--- config.mk ---
export PLATFORM = sky130hd
export DESIGN_NAME = ddc_top
export DESIGN_NICKNAME = d
export VERILOG_FILES = /design/src/core/ddc_pkg.sv /design/src/core/ddc_top.sv
export SDC_FILE = /design/constraint.sdc
export NUM_CORES = 1
export LEC_CHECK = 0
export BUFFER_PORTS_ARGS = -buffer_cell sky130_fd_sc_hd__buf_2
export CORE_MARGIN = 10
export CORE_UTILIZATION = 40
export CTS_BUF_LIST = sky130_fd_sc_hd__clkbuf_4
export DETAILED_ROUTE_END_ITERATION = 8
export PLACE_DENSITY = 0.67
export SLEW_MARGIN = 20
export SYNTH_ARGS = -nofsm -noshare
export SYNTH_HDL_FRONTEND = slang
export SYNTH_SLANG_ARGS = --single-unit
--- constraint.sdc ---
create_clock -name pclk -period 8.02 [get_ports pclk]
set_input_delay 0.401 -clock pclk [delete_from_list [all_inputs] [get_ports pclk]]
set_output_delay 0.401 -clock pclk [all_outputs]
set_load 0.02 [all_outputs]
--- src/core/ddc_pkg.sv ---
/*
 * constants, field layout, register map and enumerations for the dual
 * converter input and control port.
 * assumes a single 200 MHz pclk domain and software access over APB.
 */
package ddc_pkg;

    // ************************************************************
    // control word layout
    // ************************************************************
    localparam int unsigned CW_WIDTH       = 8;
    localparam int unsigned CW_PD_BIT      = 7;
    localparam int unsigned CW_RUN_BIT     = 6;
    localparam int unsigned CW_F2_BIT      = 5;
    localparam int unsigned CW_F1_BIT      = 4;
    localparam int unsigned CW_GAIN_MSB    = 3;
    localparam int unsigned CW_GAIN_LSB    = 0;
    localparam int unsigned SAMPLE_WIDTH   = 8;

    // running, no interpolation, gain code 8 which is the 0 dB step
    localparam logic [7:0]  CW_RESET       = 8'h48;

    // gain in hundredths of a dB: top of the range
    localparam logic [7:0]  GAIN_TOP_CDB   = 8'h28;

    // ************************************************************
    // pll lock model
    // ************************************************************
    localparam int unsigned LOCK_CNT_W     = 5;
    localparam logic [4:0]  LOCK_EDGES     = 5'h10;

    // ************************************************************
    // apb register map
    // ************************************************************
    localparam logic [7:0]  OFS_CTRL       = 8'h00;
    localparam logic [7:0]  OFS_STATUS     = 8'h04;
    localparam logic [7:0]  OFS_SAMPLES    = 8'h08;
    localparam logic [7:0]  OFS_GAIN       = 8'h0C;
    localparam int unsigned CTRL_PEND_BIT  = 8;
    localparam int unsigned ST_PWR_LSB     = 0;
    localparam int unsigned ST_INTERP_LSB  = 3;
    localparam int unsigned ST_LOCK_BIT    = 6;
    localparam int unsigned ST_IL_BIT      = 7;
    localparam int unsigned ST_PLLON_BIT   = 8;

    // ************************************************************
    // enumerations
    // ************************************************************
    typedef enum logic [2:0] {
        DDC_PWR_DOWN    = 3'b001,
        DDC_PWR_STANDBY = 3'b010,
        DDC_PWR_RUN     = 3'b100
    } ddc_pwr_e;

    typedef enum logic [2:0] {
        DDC_INTERP_1X = 3'b001,
        DDC_INTERP_2X = 3'b010,
        DDC_INTERP_4X = 3'b100
    } ddc_interp_e;

endpackage : ddc_pkg

--- src/core/ddc_top.sv ---
/*
 * digital front end of a dual 8-bit converter: sample ports, control word
 * capture, power and interpolation decode, clock pin direction, pll lock flag
 * and an APB register view.
 * assumes every pin input is synchronous to pclk; the conversion clock is
 * seen as a level on clk_pin_in or diff_clk_in and its edges are detected.
 */
// Operation
// - bit 7 high forces power-down
// - bit 6 picks standby or run
// - bit 5 high selects 4x interpolation
// - bit 4 selects 2x or none
// - bits 3..0 trim channel A gain
// - control word taken on strobe fall
// - interleave takes both channels from port A
// - A on rising, B on falling edge
// - samples are 8-bit unsigned, bit 7 MSB
// - clock pin input with pll, else output
// - pll runs only with pll_on_select high
// - lock flag high only while locked
// - 8-bit word over port A, async strobe
// - reset: no interpolation, 0 dB, running
// - gain spans +0.4 to -0.35 dB
`timescale 1ns/1ps

module ddc_top (
    input  wire logic        pclk,
    input  wire logic        presetn,
    input  wire logic        psel,
    input  wire logic        penable,
    input  wire logic        pwrite,
    input  wire logic [7:0]  paddr,
    input  wire logic [31:0] pwdata,
    output logic      [31:0] prdata,
    output logic             pready,
    output logic             pslverr,
    input  wire logic [7:0]  port_a_bits,
    input  wire logic [7:0]  port_b_bits,
    input  wire logic        config_write_strobe_n,
    input  wire logic        interleave_select,
    input  wire logic        pll_on_select,
    input  wire logic        diff_clk_in,
    input  wire logic        clk_pin_in,
    output logic             clk_pin_out,
    output logic             clk_pin_oe,
    output logic             pll_settled_flag,
    output logic      [7:0]  ch_a_sample,
    output logic      [7:0]  ch_b_sample,
    output logic      [2:0]  power_state,
    output logic      [2:0]  interp_mode,
    output logic      [3:0]  gain_trim_bits,
    output logic      [7:0]  gain_cdb
);

    // ************************************************************
    // state
    // ************************************************************
    logic [7:0]  ctrl_word_ff;
    logic [7:0]  pend_word_ff;
    logic        pend_ff;
    logic        strobe_prev_ff;
    logic        src_prev_ff;
    logic        il_phase_ff;
    logic [4:0]  lock_cnt_ff;
    logic        locked_ff;
    logic [7:0]  ch_a_ff;
    logic [7:0]  ch_b_ff;
    logic [2:0]  pwr_ff;
    logic [2:0]  interp_ff;
    logic [7:0]  gain_cdb_ff;
    logic        clk_out_ff;
    logic        clk_oe_ff;
    logic [31:0] prdata_ff;
    logic        pready_ff;
    logic        pslverr_ff;

    // ************************************************************
    // edge detection and capture events
    // ************************************************************
    wire logic       src_clk    = pll_on_select ? clk_pin_in : diff_clk_in;
    wire logic       src_rise   = src_clk & ~src_prev_ff;
    wire logic       src_fall   = ~src_clk & src_prev_ff;
    wire logic       cw_fall    = strobe_prev_ff & ~config_write_strobe_n;
    wire logic       running    = (pwr_ff == ddc_pkg::DDC_PWR_RUN);

    // ************************************************************
    // apb decode
    // ************************************************************
    wire logic       apb_setup  = psel & ~penable;
    wire logic       apb_done   = psel & penable & pready_ff;
    wire logic       sel_ctrl   = (paddr == ddc_pkg::OFS_CTRL);
    wire logic       sel_status = (paddr == ddc_pkg::OFS_STATUS);
    wire logic       sel_samp   = (paddr == ddc_pkg::OFS_SAMPLES);
    wire logic       sel_gain   = (paddr == ddc_pkg::OFS_GAIN);
    wire logic       mapped     = sel_ctrl | sel_status | sel_samp | sel_gain;
    wire logic       apb_wr_ctl = apb_done & pwrite & sel_ctrl;

    // ************************************************************
    // pending word: strobe has priority over a software write
    // ************************************************************
    wire logic       load_pend  = cw_fall | apb_wr_ctl;
    wire logic [7:0] load_word  = cw_fall ? port_a_bits : pwdata[7:0];
    // applying only on a sample edge keeps a setting from changing mid-sample;
    // with the conversion clock stopped the word waits in the pending slot
    wire logic       apply      = pend_ff & src_rise;
    wire logic [7:0] nxt_ctrl_word = apply ? pend_word_ff : ctrl_word_ff;
    // set wins over clear: a word caught while another is applied stays pending
    wire logic       nxt_pend   = load_pend | (pend_ff & ~apply);
    wire logic [7:0] nxt_pend_word = load_pend ? load_word : pend_word_ff;

    // ************************************************************
    // control word decode
    // ************************************************************
    logic [2:0] nxt_pwr;
    logic [2:0] nxt_interp;

    always_comb begin
        case ({nxt_ctrl_word[ddc_pkg::CW_PD_BIT], nxt_ctrl_word[ddc_pkg::CW_RUN_BIT]})
            2'b10, 2'b11: nxt_pwr = ddc_pkg::DDC_PWR_DOWN;
            2'b01:        nxt_pwr = ddc_pkg::DDC_PWR_RUN;
            2'b00:        nxt_pwr = ddc_pkg::DDC_PWR_STANDBY;
            default:      nxt_pwr = ddc_pkg::DDC_PWR_DOWN;
        endcase
    end

    // a word with bit 5 set and bit 4 clear is still read as 4x here
    always_comb begin
        case ({nxt_ctrl_word[ddc_pkg::CW_F2_BIT], nxt_ctrl_word[ddc_pkg::CW_F1_BIT]})
            2'b10, 2'b11: nxt_interp = ddc_pkg::DDC_INTERP_4X;
            2'b01:        nxt_interp = ddc_pkg::DDC_INTERP_2X;
            2'b00:        nxt_interp = ddc_pkg::DDC_INTERP_1X;
            default:      nxt_interp = ddc_pkg::DDC_INTERP_1X;
        endcase
    end

    wire logic [3:0] nxt_gain_code = nxt_ctrl_word[ddc_pkg::CW_GAIN_MSB:ddc_pkg::CW_GAIN_LSB];
    // five hundredths of a dB per code step, code 0 at the top of the range
    wire logic [7:0] nxt_gain_cdb  = ddc_pkg::GAIN_TOP_CDB - {2'b00, nxt_gain_code, 2'b00}
                                     - {4'h0, nxt_gain_code};

    // ************************************************************
    // sample capture
    // ************************************************************
    // standby and power-down freeze the last samples
    wire logic       cap_a      = running & src_rise;
    wire logic       cap_b      = running & src_fall & (~interleave_select | il_phase_ff);
    wire logic [7:0] b_source   = interleave_select ? port_a_bits : port_b_bits;
    wire logic [7:0] nxt_ch_a   = cap_a ? port_a_bits : ch_a_ff;
    wire logic [7:0] nxt_ch_b   = cap_b ? b_source : ch_b_ff;
    wire logic       nxt_il_phase = cap_a ? 1'b1 : (cap_b ? 1'b0 : il_phase_ff);

    // ************************************************************
    // pll lock model
    // ************************************************************
    // counting stops at the lock count, so the flag cannot wrap back low
    wire logic       lock_done  = (lock_cnt_ff == ddc_pkg::LOCK_EDGES);
    wire logic [4:0] nxt_lock_cnt = ~pll_on_select ? 5'h00 :
                                    (src_rise & ~lock_done) ? lock_cnt_ff + 5'h01 : lock_cnt_ff;
    wire logic       nxt_locked = pll_on_select & (nxt_lock_cnt == ddc_pkg::LOCK_EDGES);

    // ************************************************************
    // apb read mux
    // ************************************************************
    wire logic [31:0] rd_ctrl   = {23'h000000, pend_ff, ctrl_word_ff};
    wire logic [31:0] rd_status = {23'h000000, pll_on_select, interleave_select, locked_ff,
                                   interp_ff, pwr_ff};
    wire logic [31:0] rd_samp   = {16'h0000, ch_b_ff, ch_a_ff};
    wire logic [31:0] rd_gain   = {24'h000000, gain_cdb_ff};
    wire logic [31:0] rd_mux    = sel_ctrl   ? rd_ctrl   :
                                  sel_status ? rd_status :
                                  sel_samp   ? rd_samp   :
                                  sel_gain   ? rd_gain   : 32'h00000000;
    wire logic        nxt_pready = apb_setup & ~pready_ff;
    wire logic [31:0] nxt_prdata = (apb_setup & ~pwrite) ? rd_mux : prdata_ff;
    wire logic        nxt_pslverr = apb_setup & ~mapped;

    // ************************************************************
    // registers
    // ************************************************************
    always_ff @(posedge pclk or negedge presetn) begin
        if (!presetn) begin
            ctrl_word_ff   <= ddc_pkg::CW_RESET;
            pend_word_ff   <= ddc_pkg::CW_RESET;
            pend_ff        <= 1'b0;
            strobe_prev_ff <= 1'b1;
            src_prev_ff    <= 1'b0;
            il_phase_ff    <= 1'b0;
        end else begin
            ctrl_word_ff   <= nxt_ctrl_word;
            pend_word_ff   <= nxt_pend_word;
            pend_ff        <= nxt_pend;
            strobe_prev_ff <= config_write_strobe_n;
            src_prev_ff    <= src_clk;
            il_phase_ff    <= nxt_il_phase;
        end
    end

    always_ff @(posedge pclk or negedge presetn) begin
        if (!presetn) begin
            pwr_ff      <= ddc_pkg::DDC_PWR_RUN;
            interp_ff   <= ddc_pkg::DDC_INTERP_1X;
            gain_cdb_ff <= 8'h00;
            ch_a_ff     <= 8'h00;
            ch_b_ff     <= 8'h00;
        end else begin
            pwr_ff      <= nxt_pwr;
            interp_ff   <= nxt_interp;
            gain_cdb_ff <= nxt_gain_cdb;
            ch_a_ff     <= nxt_ch_a;
            ch_b_ff     <= nxt_ch_b;
        end
    end

    // the clock pin is driven only while the pll is off
    always_ff @(posedge pclk or negedge presetn) begin
        if (!presetn) begin
            clk_out_ff  <= 1'b0;
            clk_oe_ff   <= 1'b0;
            lock_cnt_ff <= 5'h00;
            locked_ff   <= 1'b0;
        end else begin
            clk_out_ff  <= diff_clk_in;
            clk_oe_ff   <= ~pll_on_select;
            lock_cnt_ff <= nxt_lock_cnt;
            locked_ff   <= nxt_locked;
        end
    end

    always_ff @(posedge pclk or negedge presetn) begin
        if (!presetn) begin
            prdata_ff  <= 32'h00000000;
            pready_ff  <= 1'b0;
            pslverr_ff <= 1'b0;
        end else begin
            prdata_ff  <= nxt_prdata;
            pready_ff  <= nxt_pready;
            pslverr_ff <= nxt_pslverr;
        end
    end

    // ************************************************************
    // outputs
    // ************************************************************
    assign prdata           = prdata_ff;
    assign pready           = pready_ff;
    assign pslverr          = pslverr_ff;
    assign clk_pin_out      = clk_out_ff;
    assign clk_pin_oe       = clk_oe_ff;
    assign pll_settled_flag = locked_ff;
    assign ch_a_sample      = ch_a_ff;
    assign ch_b_sample      = ch_b_ff;
    assign power_state      = pwr_ff;
    assign interp_mode      = interp_ff;
    assign gain_trim_bits   = ctrl_word_ff[3:0];
    assign gain_cdb         = gain_cdb_ff;

    // ************************************************************
    // assertions
    // ************************************************************
    property p_pd;
        @(posedge pclk) disable iff (!presetn)
        ctrl_word_ff[7] |-> (pwr_ff == ddc_pkg::DDC_PWR_DOWN);
    endproperty
    a_pd: assert property (p_pd) else $error("power-down bit not obeyed");

    property p_run;
        @(posedge pclk) disable iff (!presetn)
        !ctrl_word_ff[7] |-> (pwr_ff == (ctrl_word_ff[6] ? ddc_pkg::DDC_PWR_RUN : ddc_pkg::DDC_PWR_STANDBY));
    endproperty
    a_run: assert property (p_run) else $error("run bit decode wrong");

    property p_f2;
        @(posedge pclk) disable iff (!presetn)
        ctrl_word_ff[5] |-> (interp_ff == ddc_pkg::DDC_INTERP_4X);
    endproperty
    a_f2: assert property (p_f2) else $error("4x not selected");

    property p_f1;
        @(posedge pclk) disable iff (!presetn)
        !ctrl_word_ff[5] |-> (interp_ff == (ctrl_word_ff[4] ? ddc_pkg::DDC_INTERP_2X : ddc_pkg::DDC_INTERP_1X));
    endproperty
    a_f1: assert property (p_f1) else $error("2x or 1x decode wrong");

    property p_gain;
        @(posedge pclk) disable iff (!presetn)
        apply |=> (gain_trim_bits == $past(pend_word_ff[3:0]))
                  && (gain_cdb == 8'h28 - 8'h05 * {4'h0, $past(pend_word_ff[3:0])});
    endproperty
    a_gain: assert property (p_gain) else $error("gain trim not applied");

    property p_capture;
        @(posedge pclk) disable iff (!presetn)
        (strobe_prev_ff && !config_write_strobe_n) |=> pend_ff && (pend_word_ff == $past(port_a_bits));
    endproperty
    a_capture: assert property (p_capture) else $error("control word not captured");

    property p_il_b;
        @(posedge pclk) disable iff (!presetn)
        (cap_b && interleave_select) |=> (ch_b_sample == $past(port_a_bits));
    endproperty
    a_il_b: assert property (p_il_b) else $error("interleave B not from port A");

    property p_edges;
        @(posedge pclk) disable iff (!presetn)
        (running && src_fall && !interleave_select) |=> (ch_b_sample == $past(port_b_bits))
                                                       && $stable(ch_a_sample);
    endproperty
    a_edges: assert property (p_edges) else $error("channel B edge capture wrong");

    property p_clkdir;
        @(posedge pclk) disable iff (!presetn)
        pll_on_select [*2] |-> !clk_pin_oe;
    endproperty
    a_clkdir: assert property (p_clkdir) else $error("clock pin driven with pll on");

    property p_lock;
        @(posedge pclk) disable iff (!presetn)
        !pll_on_select |=> !pll_settled_flag;
    endproperty
    a_lock: assert property (p_lock) else $error("lock flag high with pll off");

    property p_apply;
        @(posedge pclk) disable iff (!presetn)
        (ctrl_word_ff != $past(ctrl_word_ff)) |-> $past(src_rise) && $past(pend_ff);
    endproperty
    a_apply: assert property (p_apply) else $error("word applied off a sample edge");

    property p_apb;
        @(posedge pclk) disable iff (!presetn)
        (psel && !penable) |=> pready ##1 !pready;
    endproperty
    a_apb: assert property (p_apb) else $error("apb answer timing wrong");

    c_cw_write:  cover property (@(posedge pclk) disable iff (!presetn) cw_fall ##[1:40] apply);
    c_pd_mode:   cover property (@(posedge pclk) disable iff (!presetn) pwr_ff == ddc_pkg::DDC_PWR_DOWN);
    c_four_x:    cover property (@(posedge pclk) disable iff (!presetn) interp_ff == ddc_pkg::DDC_INTERP_4X);
    c_interleave:cover property (@(posedge pclk) disable iff (!presetn) interleave_select && cap_a ##[1:20] cap_b);
    c_locked:    cover property (@(posedge pclk) disable iff (!presetn) $rose(pll_settled_flag));

endmodule : ddc_top

==> impl_metrics.csv <==
group,metric,value,unit
run_status,status,"completed",
final_layout,layout_common_cells,"buf_2, dfrtp_1, nand2_1",
timing,rsz0062_at_grt,"false",
timing,period_share,0.360,
logic_synthesis,synth_area,3670,sq um
worst_setup_path,end_kind,"flip-flop",
clocking,cts_buffers,9,
place,pre_cts_ws,5.04,ns
final_layout,nets,490,
power_and_ir_drop,peakVddDrop,0.105,mV
clocking,cts_root_buf,"clkbuf_4",
final_layout,fill_cells,844,
worst_setup_path,required,8.38,ns
routing,vias_per_cell,5.10,
timing,fin_tns_setup,0,ns
die,die_w,116,um
global_routing,grt_max_degree,74,
global_routing,antenna_found_initial,0,
die,dieHeight,116,um
place,dp_hpwl,7440,um
routing,drc,0,
logic_synthesis,synth_edf_count,0,
final_layout,layout_commonest_cell,"buf_2",
final_layout,area_growth,16.4,%
clocking,cts_setup_buffers,0,
timing,worst_slew_pin_slew,0.920,ns
worst_setup_path,path_max_fanout,9,
worst_setup_path,ff2ff_setup_slack,5.13,ns
worst_setup_path,slowest_stage,"dfrtp_1",
clocking,clk_path_buf_depth,2,
clocking,cts_tree,"built",
routing,vias,2718,
timing,layout_setup_ws,5.13,ns
clocking,path_clk_slew,0.13,ns
final_layout,drive_gt1_frac,0.365,
logic_synthesis,avgSynthCellArea,11.1,sq um
power_and_ir_drop,power.density,292,nW/um^2
clocking,cts_resized,0,
final_layout,multi_input_area,1630,sq um
global_routing,grt_usage,0.144,
die,die_area,13400,sq um
worst_hold_path,hp-start,"config_write_strobe_n",
worst_setup_path,path_common_cell,"mux2i_1",
logic_synthesis,yosysTopAreaCell,"dfrtp_1",
worst_setup_path,cp.arrival,3.25,ns
worst_hold_path,holdCritPathClass,"in -> reg",
logic_synthesis,netlist.area_leader.share,0.449,
place,gp_congestion,0.860,
routing,ant_nets,0,
clocking,clock_sinks,73,
place,io_buffer_count,96,
die,start_util,0.415,
logic_synthesis,synthTopCellsByArea,"dfrtp_1, mux2i_1, dfstp_2, buf_4, nand2_1",
final_layout,antenna_cells,0,
final_layout,final-seq-area,1840,sq um
worst_setup_path,crit_cells,10,
die,placementRows,34,
logic_synthesis,ys_seq_area_frac,0.499,
power_and_ir_drop,power.leakage,2.16,nW
worst_setup_path,r2r-end,"gain_cdb[5]",
timing,fmax,347,MHz
clocking,clock_latency,0.42,ns
routing,wl_per_cell,18.0,um
routing,wl,9610,um
timing,finalMaxSlewViolations,0,
worst_setup_path,critPathBufInv,1,
logic_synthesis,ys_types,55,
routing,drt_iter0_markers,192,
clocking,hold_buffers,0,
logic_synthesis,async_reset_ff_frac,1.00,
timing,hold_viol,0,
global_routing,grt_pass1_wl,15100,um
logic_synthesis,synthCells,332,
worst_setup_path,critPathTopFamily,"multiplexers",
timing,setup_viol,0,
worst_hold_path,min_path_cells,1,
worst_hold_path,hold_end,"strobe_prev_ff",
job,drv_cap,0,
routing,drt_first_pass_iters,6,
global_routing,overflow,0,
worst_setup_path,startpoint_type,"flip-flop",
worst_setup_path,reg2reg_depth,10,
logic_synthesis,synth_flop_cell,"dfrtp_1",
die,io_pins,137,
logic_synthesis,yosys_warnings,0,
worst_setup_path,path_cells,"nand2b_1 -> nor2_8 -> mux2i_1 -> xor2_1 -> ha_1 -> inv_1 -> nor2_1 -> o221ai_1 -> mux2i_1 -> xnor2_1",
timing,slew_headroom,0.387,
worst_setup_path,cpPeakStageDelay,0.48,ns
timing,layout_min_cycle_time,2.89,ns
worst_setup_path,crit_type,"reg -> reg",
die,fp.coreArea,8850,sq um
global_routing,grt_pass1_vias,2834,
clocking,cts_htree_levels,3,
logic_synthesis,ys_ff_latch,73,
worst_setup_path,reg2reg_from,"src_prev_ff",
timing,finClkSkew,0.0262,ns
## area by class of cell
class                      instances  area share
sequential                        73       0.429
multi-input combinational        224       0.380
timing repair buffer              97       0.114
tap                              108      0.0316
clock inverter                     7      0.0161
clock buffer                       9      0.0158
inverter                          15      0.0132
## state kept, by name, indices dropped and copies added, names as in the netlist
name              flops
pend_word_ff          8
prdata               16
ctrl_word_ff          6
ch_a_sample           8
pslverr               1
strobe_prev_ff        1
gain_cdb              8
pready                1
clk_pin_oe            1
interp_mode           3
ch_b_sample           8
il_phase_ff           1
src_prev_ff           1
lock_cnt_ff           5
pend_ff               1
power_state           2
pll_settled_flag      1
clk_pin_out           1
## logic make-up (layout without fill, tap and decap cells)
group	Yosys count	count (layout)	share of synthesized area
other	1	16	0.00102
XOR/XNOR	12	12	0.0286
flip-flops	73	73	0.499
multiplexers	45	45	0.152
adder cells (fa/ha/maj)	4	4	0.0136
buffers and inverters	50	128	0.0753
AND/OR/NAND/NOR	88	88	0.124
AO/OA/AOI/OAI	59	59	0.106
## power by group
part / switching, mW / leakage [nW] / internal, mW / total, mW
Combinational: 0.283 / 1.16 / 0.193 / 0.476
Sequential: 0.0814 / 0.926 / 0.461 / 0.543
Clock: 0.136 / 0.0721 / 0.0943 / 0.230
## per-layer routing
metal / routed length, um / part of all wire / GRT usage / vias to the layer above
met5: 0 / 0 / 0 / -
met4: 114 / 0.012 / 0.0467 / 0
met3: 912 / 0.095 / 0.0491 / 10
met2: 4590 / 0.48 / 0.239 / 100
met1: 4000 / 0.42 / 0.173 / 1308
li1: - / - / - / 1300
## metrics by stage
step | instance area, sq um | hold WS, ns | power, mW | instances | utilization
2_1_floorplan | 3730 | 0.105 | 0.879 | 347 | -
3_3_place_gp | 4130 | 0.436 | 1.02 | 517 | 0.467
3_5_place_dp | 4130 | 0.466 | 1.03 | 517 | 0.467
4_1_cts | 4270 | 0.0695 | 1.26 | 533 | 0.483
5_1_grt | 4280 | 0.0603 | 1.33 | 533 | 0.484
6_report | 4280 | 0.0894 | 1.25 | 533 | 0.484
## synth_stat cells, drive strengths merged, types with 4 or more instances
library cell / number
o21ai: 29
buf: 27
xnor2: 9
nor3: 5
nor2b: 6
mux2i: 25
nor2: 16
a22o: 7
ha: 4
dfstp: 7
clkbuf: 8
mux4: 6
nand2: 42
inv: 15
a21oi: 6
dfrtp: 66
mux2: 14
## worst max-delay path by stage
stage             startpoint          end  slack, ns
5_1_grt          src_prev_ff  gain_cdb[5]       4.97
6_report         src_prev_ff  gain_cdb[5]       5.13
4_1_cts          src_prev_ff  gain_cdb[5]       5.14
2_1_floorplan  pll_on_select  gain_cdb[5]       5.45
3_5_place_dp   pll_on_select  gain_cdb[5]       5.04
3_3_place_gp   pll_on_select  gain_cdb[5]       5.01
Note: power is estimated with default switching activity, not from simulation.
